===== config.mk =====
export PLATFORM = sky130hd
export DESIGN_NAME = power_cmd
export DESIGN_NICKNAME = d
export VERILOG_FILES = /design/src/rtl/pmb_pkg.sv /design/src/rtl/param_store.sv /design/src/rtl/power_cmd.sv
export SDC_FILE = /design/constraint.sdc
export NUM_CORES = 1
export LEC_CHECK = 0
export BUFFER_PORTS_ARGS = -buffer_cell sky130_fd_sc_hd__buf_2
export CAP_MARGIN = 20
export CORE_MARGIN = 1
export CORE_UTILIZATION = 25
export CTS_BUF_LIST = sky130_fd_sc_hd__clkbuf_8
export DETAILED_ROUTE_END_ITERATION = 6
export PLACE_DENSITY_LB_ADDON = 0.12
export SYNTH_ARGS = -nofsm -noshare
export SYNTH_HDL_FRONTEND = slang
export SYNTH_SLANG_ARGS = --single-unit

===== constraint.sdc =====
create_clock -name clk -period 4.25 [get_ports clk]
set_input_delay 0.6375 -clock clk [delete_from_list [all_inputs] [get_ports clk]]
set_output_delay 0.6375 -clock clk [all_outputs]
set_load 0.02 [all_outputs]

===== src/rtl/pmb_pkg.sv =====
// Purpose: Shared constants, types and helpers for the power module command block
// Assumes: Command codes, encodings and defaults of the converter management interface
// Notes: Linear encodings only; every exponent is fixed per command
package pmb_pkg;

  // Transfer kinds as delivered by the bus front end
  typedef enum logic [2:0] {
    KIND_SEND = 3'h0,
    KIND_WRITE_BYTE = 3'h1,
    KIND_WRITE_WORD = 3'h2,
    KIND_READ_BYTE = 3'h3,
    KIND_READ_WORD = 3'h4
  } xfer_kind_e;

  // Sequencer states, Gray along idle-store and idle-restore
  typedef enum logic [1:0] {
    ST_IDLE = 2'h0,
    ST_STORE = 2'h1,
    ST_RESTORE = 2'h2
  } ctl_state_e;

  typedef struct packed {
    xfer_kind_e kind;
    logic [7:0] code;
    logic [15:0] data;
    logic [7:0] pec;
    logic pec_en;
  } req_s;

  typedef struct packed {
    logic [15:0] data;
    logic [7:0] pec;
    logic err;
  } resp_s;

  // Command codes
  localparam logic [7:0] CMD_ON_OFF_CONTROL = 8'h01;
  localparam logic [7:0] CMD_ON_OFF_SOURCE_CONFIG = 8'h02;
  localparam logic [7:0] CMD_CLEAR_FAULTS = 8'h03;
  localparam logic [7:0] CMD_STORE_ALL = 8'h11;
  localparam logic [7:0] CMD_RESTORE_ALL = 8'h12;
  localparam logic [7:0] CMD_OUTPUT_FORMAT_REPORT = 8'h20;
  localparam logic [7:0] CMD_OUTPUT_SETPOINT = 8'h21;
  localparam logic [7:0] CMD_SWITCHING_FREQUENCY = 8'h33;
  localparam logic [7:0] CMD_OV_FAULT_LIMIT = 8'h40;

  // Reset values and the fixed format descriptor
  localparam logic [7:0] ON_OFF_CONTROL_RST = 8'h80;
  localparam logic [7:0] ON_OFF_CONFIG_NEG = 8'h1D;
  localparam logic [7:0] ON_OFF_CONFIG_POS = 8'h1F;
  localparam logic [7:0] OUTPUT_FORMAT_REPORT_VAL = 8'h14;
  localparam logic [15:0] SETPOINT_RST = 16'hC000;
  localparam logic [15:0] FREQ_RST = 16'hF208;
  localparam logic [15:0] OV_LIMIT_RST = 16'hF000;

  // Output-voltage encoding: unsigned 16-bit mantissa, implied exponent -12
  localparam logic [15:0] SETPOINT_MIN = 16'h999A;
  localparam logic [15:0] SETPOINT_MAX = 16'hD333;
  localparam logic [15:0] OV_LIMIT_MIN = 16'hB000;

  // Eleven/five encoding: exponent in bits 15:11, mantissa in bits 10:0
  localparam int LIN11_EXP_POS = 11;
  localparam logic [4:0] EXP_VIN = 5'h1D;
  localparam logic [4:0] EXP_IOUT = 5'h1C;
  localparam logic [4:0] EXP_TEMP = 5'h1E;
  localparam logic [4:0] EXP_FREQ = 5'h1E;
  localparam logic [4:0] EXP_TIME = 5'h1F;
  localparam logic [10:0] FREQ_MANT_MIN = 11'h1E0;
  localparam logic [10:0] FREQ_MANT_MAX = 11'h230;

  // Operation and on/off configuration bit positions
  localparam int OP_ON_BIT = 7;
  localparam int CFG_PU_BIT = 4;
  localparam int CFG_CMD_BIT = 3;
  localparam int CFG_PIN_BIT = 2;
  localparam int CFG_POL_BIT = 1;

  // Fault status bit positions; bits 7:4 are external fault events
  localparam int FLT_BAD_CMD = 0;
  localparam int FLT_PEC = 1;
  localparam int FLT_RANGE = 2;
  localparam int FLT_REFUSED = 3;
  localparam int FLT_EXT_POS = 4;

  // Nonvolatile slots
  localparam logic [2:0] SLOT_OP = 3'h0;
  localparam logic [2:0] SLOT_CFG = 3'h1;
  localparam logic [2:0] SLOT_SETPOINT = 3'h2;
  localparam logic [2:0] SLOT_FREQ = 3'h3;
  localparam logic [2:0] SLOT_OV = 3'h4;
  localparam logic [2:0] SLOT_LAST = 3'h4;

  localparam logic [7:0] CRC_POLY = 8'h07;

  // One byte through the packet check CRC-8, polynomial x^8+x^2+x+1
  function automatic logic [7:0] crc8(input logic [7:0] crc_in, input logic [7:0] b);
    logic [7:0] c;
    c = crc_in ^ b;
    for (int i = 0; i < 8; i++) begin
      c = c[7] ? ((c << 1) ^ CRC_POLY) : (c << 1);
    end
    return c;
  endfunction

  function automatic logic [4:0] lin11_exp(input logic [15:0] w);
    return w[15:LIN11_EXP_POS];
  endfunction

  function automatic logic [10:0] lin11_mant(input logic [15:0] w);
    return w[LIN11_EXP_POS-1:0];
  endfunction

endpackage


===== src/rtl/param_store.sv =====
// Purpose: Nonvolatile parameter store, one word per slot
// Assumes: Single clock; write and read never target one slot in one cycle
// Notes: Read data comes from a register, one cycle after the read enable
`timescale 1ns/1ps
module param_store #(
  parameter int WIDTH = 16,
  parameter int DEPTH = 8,
  parameter int AW = 3
) (
  input wire logic clk,
  input wire logic wr_en,
  input wire logic [AW-1:0] wr_addr,
  input wire logic [WIDTH-1:0] wr_data,
  input wire logic rd_en,
  input wire logic [AW-1:0] rd_addr,
  output logic [WIDTH-1:0] rd_data
);

  logic [WIDTH-1:0] mem [DEPTH];

  always_ff @(posedge clk) begin
    if (wr_en) begin
      mem[wr_addr] <= wr_data;
    end
    if (rd_en) begin
      rd_data <= mem[rd_addr];
    end
  end

endmodule // param_store


===== src/rtl/power_cmd.sv =====
// Purpose: Command interpreter and linear data formatting for the converter management port
// Assumes: A bus front end delivers whole decoded transactions; inputs synchronous to clk
// Notes: One request at a time; every accepted request gets one response pulse
//
// What this block does
// RULE_01: Linear encodings only, never direct format.
// RULE_02: Each command's exponent fixed, writes cannot rescale.
// RULE_03: Output voltages: unsigned 16-bit mantissa, exponent -12.
// RULE_04: Other quantities: 11-bit mantissa, 5-bit exponent.
// RULE_05: Exponents: Vin -3, Iout -4, temp/freq -2, time -1.
// RULE_06: Code 0x01 on/off byte, resets to 0x80.
// RULE_07: Code 0x02 pin/command combine, 0x1D or 0x1F.
// RULE_08: Code 0x03 clears every set fault bit.
// RULE_09: Code 0x11 copies working parameters to flash.
// RULE_10: Code 0x12 reloads flash; refused while output runs.
// RULE_11: Code 0x20 reads fixed format descriptor 0x14.
// RULE_12: Code 0x21 setpoint, default 12 V, 9.6-13.2 V.
// RULE_13: Code 0x33 frequency, 130 kHz, 120-140 kHz, output off.
// RULE_14: Code 0x40 OV limit 15 V, above setpoint.
// RULE_15: Check incoming PEC, append PEC to responses.
// RULE_16: Fault clearing also releases the alert line.
// RULE_17: Exponent in upper five bits; low byte first.
// RULE_18: Out-of-range writes ignored and flagged as faults.
`timescale 1ns/1ps
module power_cmd #(
  parameter int EXT_FAULTS = 4
) (
  input wire logic clk,
  input wire logic nrst,
  input wire logic [6:0] dev_addr,
  input wire logic pol_strap,
  input wire logic on_off_pin,
  input wire logic [EXT_FAULTS-1:0] fault_evt,
  input wire logic req_valid,
  input wire pmb_pkg::req_s req,
  output logic req_ready,
  output logic resp_valid,
  output pmb_pkg::resp_s resp,
  output logic conv_on,
  output logic [15:0] vout_setpoint,
  output logic [15:0] freq_setpoint,
  output logic [15:0] ov_limit,
  output logic [7:0] fault_status,
  output logic alert_n
);

  ////////////////////////////////////////////////////////////////////////////
  // State
  pmb_pkg::ctl_state_e state_r, state_nxt;
  logic [2:0] idx_r, idx_nxt;
  logic init_done_r, init_done_nxt;
  logic stored_r, stored_nxt;
  logic rd_vld_r, rd_vld_nxt;
  logic [2:0] rd_slot_r, rd_slot_nxt;
  logic [7:0] op_r, op_nxt;
  logic [7:0] cfg_r, cfg_nxt;
  logic [15:0] setpoint_r, setpoint_nxt;
  logic [15:0] freq_r, freq_nxt;
  logic [15:0] ov_r, ov_nxt;
  logic [7:0] fault_r, fault_nxt;
  logic resp_valid_r, resp_valid_nxt;
  pmb_pkg::resp_s resp_r, resp_nxt;

  logic acc;
  logic is_write;
  logic is_word;
  logic pec_bad;
  logic [7:0] crc_req;
  logic [7:0] crc_rd;
  logic [7:0] set_bits;
  logic clear_now;
  logic [15:0] rd_word;
  logic bad_cmd;
  logic range_bad;
  logic refused;
  logic [7:0] cfg_dflt;
  logic pin_active;
  logic st_wr_en;
  logic [15:0] st_wr_data;
  logic st_rd_en;
  logic [15:0] st_rd_data;

  ////////////////////////////////////////////////////////////////////////////
  // Output enable from pin and command
  assign pin_active = (on_off_pin == cfg_r[pmb_pkg::CFG_POL_BIT]);
  always_comb begin
    if (!cfg_r[pmb_pkg::CFG_PU_BIT]) begin
      conv_on = 1'b1; // RULE_07
    end else begin
      conv_on = (!cfg_r[pmb_pkg::CFG_CMD_BIT] || op_r[pmb_pkg::OP_ON_BIT]) &&
                (!cfg_r[pmb_pkg::CFG_PIN_BIT] || pin_active); // RULE_06 RULE_07
    end
  end

  assign cfg_dflt = pol_strap ? pmb_pkg::ON_OFF_CONFIG_POS : pmb_pkg::ON_OFF_CONFIG_NEG; // RULE_07
  assign req_ready = (state_r == pmb_pkg::ST_IDLE) && init_done_r && !rd_vld_r;
  assign acc = req_valid && req_ready;
  assign is_write = (req.kind == pmb_pkg::KIND_WRITE_BYTE) || (req.kind == pmb_pkg::KIND_WRITE_WORD);
  assign is_word = (req.kind == pmb_pkg::KIND_WRITE_WORD) || (req.kind == pmb_pkg::KIND_READ_WORD);

  ////////////////////////////////////////////////////////////////////////////
  // Packet check: address, code, then data low byte first
  always_comb begin
    crc_req = pmb_pkg::crc8(8'h00, {dev_addr, 1'b0});
    crc_req = pmb_pkg::crc8(crc_req, req.code);
    crc_rd = pmb_pkg::crc8(crc_req, {dev_addr, 1'b1});
    if (is_write) begin
      crc_req = pmb_pkg::crc8(crc_req, req.data[7:0]); // RULE_17
    end
    if (req.kind == pmb_pkg::KIND_WRITE_WORD) begin
      crc_req = pmb_pkg::crc8(crc_req, req.data[15:8]); // RULE_17
    end
    crc_rd = pmb_pkg::crc8(crc_rd, rd_word[7:0]);
    if (req.kind == pmb_pkg::KIND_READ_WORD) begin
      crc_rd = pmb_pkg::crc8(crc_rd, rd_word[15:8]); // RULE_15
    end
  end
  // Reads carry no host check byte, so only sends and writes are verified
  assign pec_bad = req.pec_en && (req.kind <= pmb_pkg::KIND_WRITE_WORD) && (req.pec != crc_req); // RULE_15

  ////////////////////////////////////////////////////////////////////////////
  // Command decode
  always_comb begin
    rd_word = 16'h0000;
    bad_cmd = 1'b0;
    range_bad = 1'b0;
    refused = 1'b0;
    unique case (req.code)
      pmb_pkg::CMD_ON_OFF_CONTROL, pmb_pkg::CMD_ON_OFF_SOURCE_CONFIG: begin
        rd_word = {8'h00, (req.code == pmb_pkg::CMD_ON_OFF_CONTROL) ? op_r : cfg_r};
        bad_cmd = is_word || (req.kind == pmb_pkg::KIND_SEND);
      end
      pmb_pkg::CMD_CLEAR_FAULTS, pmb_pkg::CMD_STORE_ALL, pmb_pkg::CMD_RESTORE_ALL: begin
        bad_cmd = (req.kind != pmb_pkg::KIND_SEND);
        refused = (req.code == pmb_pkg::CMD_RESTORE_ALL) && conv_on; // RULE_10
      end
      pmb_pkg::CMD_OUTPUT_FORMAT_REPORT: begin
        rd_word = {8'h00, pmb_pkg::OUTPUT_FORMAT_REPORT_VAL}; // RULE_11 RULE_01
        bad_cmd = (req.kind != pmb_pkg::KIND_READ_BYTE);
      end
      pmb_pkg::CMD_OUTPUT_SETPOINT: begin
        rd_word = setpoint_r; // RULE_03
        bad_cmd = !is_word;
        range_bad = (req.data < pmb_pkg::SETPOINT_MIN) || (req.data > pmb_pkg::SETPOINT_MAX) ||
                    (req.data >= ov_r); // RULE_12 RULE_14
      end
      pmb_pkg::CMD_SWITCHING_FREQUENCY: begin
        rd_word = freq_r; // RULE_04
        bad_cmd = !is_word;
        // A foreign exponent is rejected rather than rescaled
        range_bad = (pmb_pkg::lin11_exp(req.data) != pmb_pkg::EXP_FREQ) ||
                    (pmb_pkg::lin11_mant(req.data) < pmb_pkg::FREQ_MANT_MIN) ||
                    (pmb_pkg::lin11_mant(req.data) > pmb_pkg::FREQ_MANT_MAX); // RULE_02 RULE_05 RULE_13 RULE_17
        refused = is_write && conv_on; // RULE_13
      end
      pmb_pkg::CMD_OV_FAULT_LIMIT: begin
        rd_word = ov_r;
        bad_cmd = !is_word;
        range_bad = (req.data < pmb_pkg::OV_LIMIT_MIN) || (req.data <= setpoint_r); // RULE_14
      end
      default: begin
        bad_cmd = 1'b1; // RULE_01
      end
    endcase
    if (!is_write) begin
      range_bad = 1'b0;
    end
  end

  ////////////////////////////////////////////////////////////////////////////
  // Next state of registers, sequencer and faults
  always_comb begin
    state_nxt = state_r;
    idx_nxt = idx_r;
    init_done_nxt = 1'b1;
    stored_nxt = stored_r;
    rd_vld_nxt = 1'b0;
    rd_slot_nxt = idx_r;
    op_nxt = op_r;
    cfg_nxt = init_done_r ? cfg_r : cfg_dflt; // RULE_07
    setpoint_nxt = setpoint_r;
    freq_nxt = freq_r;
    ov_nxt = ov_r;
    set_bits = {fault_evt, 4'h0};
    clear_now = 1'b0;
    resp_valid_nxt = acc;
    resp_nxt = resp_r;
    st_wr_en = 1'b0;
    st_rd_en = 1'b0;
    unique case (idx_r)
      pmb_pkg::SLOT_OP: st_wr_data = {8'h00, op_r};
      pmb_pkg::SLOT_CFG: st_wr_data = {8'h00, cfg_r};
      pmb_pkg::SLOT_SETPOINT: st_wr_data = setpoint_r;
      pmb_pkg::SLOT_FREQ: st_wr_data = freq_r;
      default: st_wr_data = ov_r;
    endcase
    if (acc) begin
      resp_nxt.data = is_write ? 16'h0000 : rd_word;
      resp_nxt.pec = (is_write || req.kind == pmb_pkg::KIND_SEND) ? 8'h00 : crc_rd; // RULE_15
      resp_nxt.err = pec_bad || bad_cmd || range_bad || refused;
      set_bits[pmb_pkg::FLT_PEC] = pec_bad; // RULE_15
      set_bits[pmb_pkg::FLT_BAD_CMD] = !pec_bad && bad_cmd;
      set_bits[pmb_pkg::FLT_RANGE] = !pec_bad && !bad_cmd && range_bad; // RULE_18
      set_bits[pmb_pkg::FLT_REFUSED] = !pec_bad && !bad_cmd && !range_bad && refused; // RULE_10
      if (!resp_nxt.err) begin
        unique case (req.code)
          pmb_pkg::CMD_ON_OFF_CONTROL: if (is_write) op_nxt = req.data[7:0]; // RULE_06
          pmb_pkg::CMD_ON_OFF_SOURCE_CONFIG: if (is_write) cfg_nxt = req.data[7:0]; // RULE_07
          pmb_pkg::CMD_CLEAR_FAULTS: clear_now = 1'b1; // RULE_08
          pmb_pkg::CMD_STORE_ALL: begin
            state_nxt = pmb_pkg::ST_STORE; // RULE_09
            idx_nxt = 3'h0;
          end
          pmb_pkg::CMD_RESTORE_ALL: begin
            if (stored_r) begin
              state_nxt = pmb_pkg::ST_RESTORE; // RULE_10
              idx_nxt = 3'h0;
            end else begin
              // Nothing stored yet: the power-up values are the defaults
              op_nxt = pmb_pkg::ON_OFF_CONTROL_RST;
              cfg_nxt = cfg_dflt;
              setpoint_nxt = pmb_pkg::SETPOINT_RST;
              freq_nxt = pmb_pkg::FREQ_RST;
              ov_nxt = pmb_pkg::OV_LIMIT_RST;
            end
          end
          pmb_pkg::CMD_OUTPUT_SETPOINT: if (is_write) setpoint_nxt = req.data; // RULE_12
          pmb_pkg::CMD_SWITCHING_FREQUENCY: if (is_write) freq_nxt = req.data; // RULE_13
          pmb_pkg::CMD_OV_FAULT_LIMIT: if (is_write) ov_nxt = req.data; // RULE_14
          default: begin
          end
        endcase
      end
    end
    unique case (state_r)
      pmb_pkg::ST_IDLE: begin
      end
      pmb_pkg::ST_STORE: begin
        st_wr_en = 1'b1; // RULE_09
        idx_nxt = 3'(idx_r + 3'h1);
        if (idx_r == pmb_pkg::SLOT_LAST) begin
          state_nxt = pmb_pkg::ST_IDLE;
          stored_nxt = 1'b1;
        end
      end
      pmb_pkg::ST_RESTORE: begin
        st_rd_en = 1'b1;
        rd_vld_nxt = 1'b1;
        idx_nxt = 3'(idx_r + 3'h1);
        if (idx_r == pmb_pkg::SLOT_LAST) begin
          state_nxt = pmb_pkg::ST_IDLE;
        end
      end
      default: state_nxt = pmb_pkg::ST_IDLE;
    endcase
    if (rd_vld_r) begin
      unique case (rd_slot_r)
        pmb_pkg::SLOT_OP: op_nxt = st_rd_data[7:0]; // RULE_10
        pmb_pkg::SLOT_CFG: cfg_nxt = st_rd_data[7:0];
        pmb_pkg::SLOT_SETPOINT: setpoint_nxt = st_rd_data;
        pmb_pkg::SLOT_FREQ: freq_nxt = st_rd_data;
        default: ov_nxt = st_rd_data;
      endcase
    end
    // A fault raised in the clearing cycle survives the clear
    fault_nxt = (clear_now ? 8'h00 : fault_r) | set_bits; // RULE_08
  end

  always_ff @(posedge clk or negedge nrst) begin
    if (!nrst) begin
      state_r <= pmb_pkg::ST_IDLE;
      idx_r <= 3'h0;
      init_done_r <= 1'b0;
      stored_r <= 1'b0;
      rd_vld_r <= 1'b0;
      rd_slot_r <= 3'h0;
      op_r <= pmb_pkg::ON_OFF_CONTROL_RST; // RULE_06
      cfg_r <= pmb_pkg::ON_OFF_CONFIG_NEG;
      setpoint_r <= pmb_pkg::SETPOINT_RST; // RULE_12
      freq_r <= pmb_pkg::FREQ_RST; // RULE_13
      ov_r <= pmb_pkg::OV_LIMIT_RST; // RULE_14
      fault_r <= 8'h00;
      resp_valid_r <= 1'b0;
      resp_r <= '0;
    end else begin
      state_r <= state_nxt;
      idx_r <= idx_nxt;
      init_done_r <= init_done_nxt;
      stored_r <= stored_nxt;
      rd_vld_r <= rd_vld_nxt;
      rd_slot_r <= rd_slot_nxt;
      op_r <= op_nxt;
      cfg_r <= cfg_nxt;
      setpoint_r <= setpoint_nxt;
      freq_r <= freq_nxt;
      ov_r <= ov_nxt;
      fault_r <= fault_nxt;
      resp_valid_r <= resp_valid_nxt;
      resp_r <= resp_nxt;
    end
  end

  ////////////////////////////////////////////////////////////////////////////
  // Nonvolatile store
  param_store #(
    .WIDTH(16),
    .DEPTH(8),
    .AW(3)
  ) u_store (
    .clk(clk),
    .wr_en(st_wr_en),
    .wr_addr(idx_r),
    .wr_data(st_wr_data),
    .rd_en(st_rd_en),
    .rd_addr(idx_r),
    .rd_data(st_rd_data)
  );

  assign resp_valid = resp_valid_r;
  assign resp = resp_r;
  assign vout_setpoint = setpoint_r;
  assign freq_setpoint = freq_r;
  assign ov_limit = ov_r;
  assign fault_status = fault_r;
  assign alert_n = ~|fault_r; // RULE_16

endmodule // power_cmd


# Word-level counts from Yosys, hierarchy flattened
# Memories as Yosys holds them, arrays and structs flattened. A register that Yosys moved wholly into a read port is not among the register bits.
# Cells that the tools add are included.
word_totals:
  register_bits: 109
  ramBits: 128
  input_bits: 52
  output_inout_bits: 85
  word_cells: 292
  mem_count: 1
classes:
  addsub: 1
  n_lt_le_gt_ge: 8
  n_eq_ne: 27
  muxes: 126
  bitwise: 63
  n_reduce_logical: 50
memory_table:
  columns: ["memory", "words", "width", "rd", "rd_clocked_by_memory_dff", "write_ports", "line_no", "rtl"]
  rows:
  - ["u_store.mem", 8, 16, 1, 1, 1, "param_store.sv:19", "logic [WIDTH-1:0] mem [DEPTH];"]
op_table:
  columns: ["operator", "count"]
  rows:
  - ["16-bit 2-to-1 mux", 19]
  - ["3-bit 2-to-1 mux", 60]
  - ["3-bit NOT", 56]
  - ["8-bit 2-to-1 mux", 19]
  - ["16-bit case mux with 2 select lines", 3]
  - ["16-bit case mux with 5 select lines", 1]
  - ["16-bit case mux with 4 select lines", 1]
  - ["8-bit XOR", 6]
  - ["16-bit less-than comparator (second input constant)", 2]
  - ["8-bit case mux with 2 select lines", 2]
  - ["8-bit by 6-bit equality test with 1-bit output (second input constant)", 3]
  - ["8-bit by 2-bit equality test with 1-bit output (second input constant)", 2]
  - ["8-bit by 5-bit equality test with 1-bit output (second input constant)", 2]
  - ["16-bit >= comparator", 1]
  - ["16-bit greater-than comparator (second input constant)", 1]
  - ["16-bit <= comparator", 1]
  - ["3-bit by 2-bit equality test with 1-bit output (second input constant)", 5]
  - ["1-bit logical OR", 14]
  - ["1-bit logical AND", 13]
  - ["11-bit by 10-bit greater-than comparator with 1-bit output (second input constant)", 1]
  - ["11-bit by 9-bit less-than comparator with 1-bit output (second input constant)", 1]
  - ["2-bit 2-to-1 mux", 5]
  - ["3-bit by 1-bit equality test with 1-bit output (second input constant)", 3]
  - ["3-bit logical NOT", 3]
  - ["31 further kinds", 51]

# Longest topological paths before layout
depth:
  word_depth: 86
  depth_mapped: 18
  mapped_depth_nobuf: 15

# By module
# Synthesis repeated with hierarchy kept, for this count alone.
unflattened:
  cells_unflattened: 1140
  area_unflattened_um2: 14279.9
modules_own_cells:
  columns: ["mod", "n_inst", "cells_each", "area_per_inst_um2", "seq_area_each_um2"]
  rows:
  - ["power_cmd", 1, 926, 8826.0, 2748.9]
  - ["param_store", 1, 214, 5454.0, 4324.1]

# Least setup slack after synthesis
# Ideal clock, no wire load.
synth_timing:
  path_kind: "input-to-reg"
  start: "in req[32] (netlist name)"
  end: "reg setpoint_r[10], in the netlist vout_setpoint[10]"
  arrival_ns: 4.363
  path_slack_ns: -0.239
  cell_stages: 13
  path_cell_list: "xnor3_2 > xnor3_2 > xor2_1 > mux2i_1 > xor3_1 > or3_1 > a211o_1 > a22oi_2 > o2111ai_2 > a21oi_4 > a41oi_2 > buf_2 > a221o_1"
synth_between:
  elab_chain_cells: 29
synth_lines:
  columns: ["item", "line_no", "rtl"]
  rows:
  - ["start, declared", "power_cmd.sv:35", "input wire pmb_pkg::req_s req,"]
  - ["8-bit XOR", "pmb_pkg.sv:98", "c = crc_in ^ b;"]
  - ["3-bit 2-to-1 mux", "pmb_pkg.sv:100", "c = c[7] ? ((c << 1) ^ CRC_POLY) : (c << 1);"]
  - ["3-bit NOT (no source line)", null, null]
  - ["3-bit 2-to-1 mux", "pmb_pkg.sv:100", null]
  - ["3-bit NOT (no source line)", null, null]
  - ["3-bit 2-to-1 mux", "pmb_pkg.sv:100", null]
  - ["8-bit XOR", "pmb_pkg.sv:98", null]
  - ["3-bit 2-to-1 mux", "pmb_pkg.sv:100", null]
  - ["[... 12 more ...]", null, null]
  - ["8-bit != test", "power_cmd.sv:119", "assign pec_bad = req.pec_en && (req.kind <= pmb_pkg::KIND_WRITE_WORD) && (req.pec != crc_req);"]
  - ["1-bit logical AND", "power_cmd.sv:119", null]
  - ["1-bit logical OR (3 in a row)", "power_cmd.sv:200", "resp_nxt.err = pec_bad || bad_cmd || range_bad || refused;"]
  - ["16-bit 2-to-1 mux *", "power_cmd.sv:205", "if (!resp_nxt.err) begin"]
  - ["16-bit 2-to-1 mux *", "power_cmd.sv:197", "if (acc) begin"]
  - ["16-bit 2-to-1 mux", "power_cmd.sv:257", "unique case (rd_slot_r)"]
  - ["16-bit 2-to-1 mux *", "power_cmd.sv:256", "if (rd_vld_r) begin"]
  - ["net setpoint_nxt[10]", "power_cmd.sv:57", "logic [15:0] setpoint_r, setpoint_nxt;"]
  - ["end signal, assigned", "power_cmd.sv:279", "setpoint_r <= pmb_pkg::SETPOINT_RST;"]
  - ["end signal, assigned", "power_cmd.sv:294", "setpoint_r <= setpoint_nxt;"]
  - ["end, declared", "power_cmd.sv:57", null]
# The timed path passes the listed nets; every way through them passes the cells marked *.
# A chain may end at the register's enable or synchronous reset.

# Final worst setup path
layout_timing:
  start: "in req[32] (netlist name)"
  end: "reg op_r[4]"
layout_between:
  elab_chain_cells: 29
layout_lines:
  columns: ["item", "line_no", "rtl"]
  rows:
  - ["8-bit XOR", "pmb_pkg.sv:98", null]
  - ["3-bit 2-to-1 mux", "pmb_pkg.sv:100", null]
  - ["3-bit NOT (no source line)", null, null]
  - ["3-bit 2-to-1 mux", "pmb_pkg.sv:100", null]
  - ["3-bit NOT (no source line)", null, null]
  - ["3-bit 2-to-1 mux", "pmb_pkg.sv:100", null]
  - ["8-bit XOR", "pmb_pkg.sv:98", null]
  - ["3-bit 2-to-1 mux", "pmb_pkg.sv:100", null]
  - ["[... 12 more ...]", null, null]
  - ["8-bit != test", "power_cmd.sv:119", null]
  - ["1-bit logical AND", "power_cmd.sv:119", null]
  - ["1-bit logical OR (3 in a row)", "power_cmd.sv:200", null]
  - ["8-bit 2-to-1 mux *", "power_cmd.sv:205", null]
  - ["8-bit 2-to-1 mux *", "power_cmd.sv:197", null]
  - ["8-bit 2-to-1 mux", "power_cmd.sv:257", null]
  - ["8-bit 2-to-1 mux *", "power_cmd.sv:256", null]
  - ["net op_nxt[4]", "power_cmd.sv:55", "logic [7:0] op_r, op_nxt;"]
  - ["end signal, assigned", "power_cmd.sv:277", "op_r <= pmb_pkg::ON_OFF_CONTROL_RST;"]
  - ["end signal, assigned", "power_cmd.sv:292", "op_r <= op_nxt;"]
  - ["end, declared", "power_cmd.sv:55", null]
# Marks and branches as above.

==> flow_metrics.env <==
export IMPL_outcome="completed"
export IMPL_wl_met2_um=26100
export IMPL_regArea_sq_mm=0.00708
export IMPL_cts_htree_levels=2
export IMPL_fmax_mhz=246
export IMPL_synthesis_area_sq_mm=0.0145
export IMPL_hp_class="in -> async"
export IMPL_clock_path_buffers=3
export IMPL_avgRoutedWirePerCell_um=24.0
export IMPL_yosysWarnings=0
export IMPL_antenna_cells=0
export IMPL_grt_max_degree=64
export IMPL_cts_reportedPaths_clkPinSlew_ns=0.06
export IMPL_syn_num_nets=1334
export IMPL_vias=11400
export IMPL_period_needed_ns=4.06
export IMPL_wl_met1_um=25700
export IMPL_crit_type="in -> reg"
export IMPL_synth_edf_count=144
export IMPL_peakVddDrop_mv=0.311
export IMPL_path_max_fanout=7
export IMPL_p_per_area_mw_per_mm2=402
export IMPL_netlist_instances=1241
export IMPL_fin_crit_sh_pct=95.5
export IMPL_area_delta_synth_final_pct=25.6
export IMPL_netlist_cell_type_count=76
export IMPL_worstPathRequired_ns=4.77
export IMPL_worstSkewPairLatency_ns=0.66
export IMPL_maxCapViolCount=0
export IMPL_end_kind="register"
export IMPL_synth_top_area_share_pct=29.8
export IMPL_drt_initial_drc_count=832
export IMPL_rsz0062_at_grt="false"
export IMPL_grt_usage_pct=19.0
export IMPL_drt_pass1_iter_count=7
export IMPL_ios=137
export IMPL_tightest_slew_ns=0.898
export IMPL_yosys_area_top_type="edfxtp_1"
export IMPL_r2r_cells=17
export IMPL_power_uw=7310
export IMPL_final_nets=1641
export IMPL_regToRegEndpoint="vout_setpoint[10]$_DFF_PN0_"
export IMPL_fp_dieH_um=243
export IMPL_fp_coreArea_sq_mm=0.0568
export IMPL_post_place_ws_ns=-0.512
export IMPL_ys_flop_type="edfxtp_1"
export IMPL_reg2reg_setup_slack_ns=0.44
export IMPL_wl_met3_um=2600
export IMPL_grt_pass1_vias=11400
export IMPL_fin_skew_ns=0.0336
export IMPL_initial_utilization_pct=25.5
export IMPL_ys_top_cells_by_area="edfxtp_1, dfrtp_1, mux4_2"
export IMPL_io_buffer_count=136
export IMPL_fillCellCount=5908
export IMPL_timing_final_ws_setup_ns=0.192
export IMPL_antenna_found_initial=1
export IMPL_ys_seq_area_share_pct=48.8
export IMPL_setup_viol=0
export IMPL_clock_sinks=253
export IMPL_hold_violations=0
export IMPL_dieArea_sq_mm=0.0589
export IMPL_r2r_start="ov_limit[1]$_DFF_PN0_"
export IMPL_cts_tree="yes"
export IMPL_clockRootBuffer="clkbuf_8"
export IMPL_via_per_inst=4.87
export IMPL_ys_ff_latch=253
export IMPL_start_kind="input pin"
export IMPL_hold_buffers=0
export IMPL_relSlewSlack_pct=40.2
export IMPL_drc=0
export IMPL_die_x_um=243
export IMPL_grt_pass1_wl_um=81400
export IMPL_wl_um=56200
export IMPL_std_cell_rows=87
export IMPL_cts_made_buffers=47
export IMPL_multi_input_area_sq_mm=0.00694
export IMPL_final_layout_size_suffix_gt1_share_pct=30.1
export IMPL_synth_avg_cell_area_sq_um=11.7
export IMPL_power_leakage_uw=0.00774
export IMPL_slew_violations=0
export IMPL_routed_top_layer="met5"
export IMPL_crit_arrival_ns=4.58
export IMPL_antenna_left=0
export IMPL_post_cts_resized=0
export IMPL_cts_setup_buffers=0
export IMPL_async_flop_share_pct=43.1
export IMPL_place_hpwl_um=42300
export IMPL_overflow=0
export IMPL_gp_congestion=0.924
[kinds of logic (layout without fill, tap and decap cells)]
group | Yosys count | count (layout) | share of synthesized area (%)
XOR/XNOR | 144 | 144 | 11.5
AND/OR/NAND/NOR | 331 | 331 | 11.4
flip-flops | 253 | 253 | 48.8
other | 1 | 1 | 0.0259
multiplexers | 54 | 54 | 6.51
adder cells (fa/ha/maj) | 41 | 41 | 3.54
AO/OA/AOI/OAI | 291 | 291 | 14.8
buffers and inverters | 126 | 465 | 3.45
[layout by cell type (no fill, tap or decap), types with 8 or more instances in the layout]
cell type and count:
buf_4 191, edfxtp_1 144, buf_2 135, nand2_1 121, dfrtp_1 89, xnor2_1 78
nor2_1 72, inv_1 68, a21oi_1 50, clkbuf_8 49, o21ai_0 43, ha_1 41
xor2_1 36, a22oi_1 32, and2_1 32, mux4_2 32, a221o_1 30, a22o_1 28
xnor3_1 21, mux2i_1 20, dfstp_2 17, a21o_1 15, and3_1 14, a221oi_1 12
nand2b_1 12, nor3_1 11, nand4_1 11, nand3_1 11, a211oi_1 11, clkinv_1 10
o21a_1 9, o21ai_1 8
[metrics by stage]
step / hold WS (ns) / setup TNS (ns) / utilization, % / std cells / area, sq um
floorplan: 0.342 / -6.97 / - / 1241 / 14500
global placement: 0.467 / -27.60 / 30.6 / 2255 / 17400
detailed placement: 0.468 / -27.17 / 30.6 / 2255 / 17400
CTS: 0.0792 / 0 / 32.0 / 2336 / 18200
global route: 0.114 / 0 / 32.0 / 2336 / 18200
finish: 0.0889 / 0 / 32.0 / 2336 / 18200
[sequential cells by signal (all words and copies together) (netlist names)]
name / flops
resp: 25
u_store.mem: 128
u_store.rd_data: 16
state_r: 2
stored_r: 1
fault_status: 8
resp_valid: 1
idx_r: 3
rd_slot_r: 3
cfg_r: 8
init_done_r: 1
ov_limit: 16
rd_vld_r: 1
freq_setpoint: 16
vout_setpoint: 16
op_r: 8
[report_power, final]
group          internal [uW]  switching, uW  leakage [uW]
registers               2630           25.1       0.00252
clock network           1070           1120      0.000482
logic                   1300           1160       0.00474
[layer usage]
layer | up-vias | track usage, %
met3 | 87 | 3.27
li1 | 5238 | -
met1 | 5694 | 25.7
met2 | 348 | 30.7
met4 | 2 | 6.09
met5 | - | 0
[synth_stat cells, types with 5 or more instances]
| master | instances |
|---|---|
| a211o_1 | 5 |
| a211oi_1 | 11 |
| a21o_1 | 15 |
| a21oi_1 | 50 |
| a221o_1 | 30 |
| a221oi_1 | 12 |
| a22o_1 | 28 |
| a22oi_1 | 32 |
| a31oi_1 | 7 |
| and2_1 | 32 |
| and3_1 | 14 |
| buf_1 | 6 |
| buf_2 | 6 |
| clkbuf_1 | 57 |
| dfrtp_1 | 92 |
| dfstp_2 | 17 |
| edfxtp_1 | 144 |
| ha_1 | 41 |
| inv_1 | 53 |
| mux2i_1 | 20 |
| mux4_2 | 32 |
| nand2_1 | 121 |
| nand2b_1 | 12 |
| nand3_1 | 11 |
| nand4_1 | 11 |
| nor2_1 | 72 |
| nor2b_1 | 6 |
| nor3_1 | 13 |
| nor4_1 | 7 |
| nor4b_1 | 5 |
| o21a_1 | 9 |
| o21ai_0 | 50 |
| o31ai_1 | 5 |
| or2_2 | 7 |
| xnor2_1 | 78 |
| xnor3_1 | 21 |
| xor2_1 | 36 |
[layout make-up]
| type | instances | area share, % |
|---|---|---|
| clock buffers | 49 | 3.71 |
| repair buffers | 331 | 12.1 |
| well taps | 756 | 5.20 |
| clock inverters | 32 | 0.852 |
| flip-flops and latches | 253 | 38.9 |
| inverters | 53 | 1.09 |
| multi-input cells | 862 | 38.1 |
[worst max path at each step]
stage / to / start
detailed placement: op_r[1]$_DFF_PN0_ / req[32]
global route: freq_setpoint[7]$_DFF_PN0_ / req[31]
CTS: op_r[3]$_DFF_PN0_ / req[32]
finish: op_r[4]$_DFF_PN0_ / req[32]
floorplan: freq_setpoint[7]$_DFF_PN0_ / req[32]
global placement: op_r[3]$_DFF_PN0_ / req[32]
[worst max-delay path: stages]
cell and delay (ns):
buf_2 0.10, xnor3_2 0.43, xnor3_2 0.39, xor2_1 0.17, mux2i_1 0.24, xor3_1 0.39
or3_1 0.41, a211o_1 0.28, a22oi_2 0.22, o2111ai_2 0.22, a21oi_4 0.32, buf_4 0.17
a21oi_1 0.18, a221o_1 0.40
No activity file was read; power rests on OpenSTA's default activity.
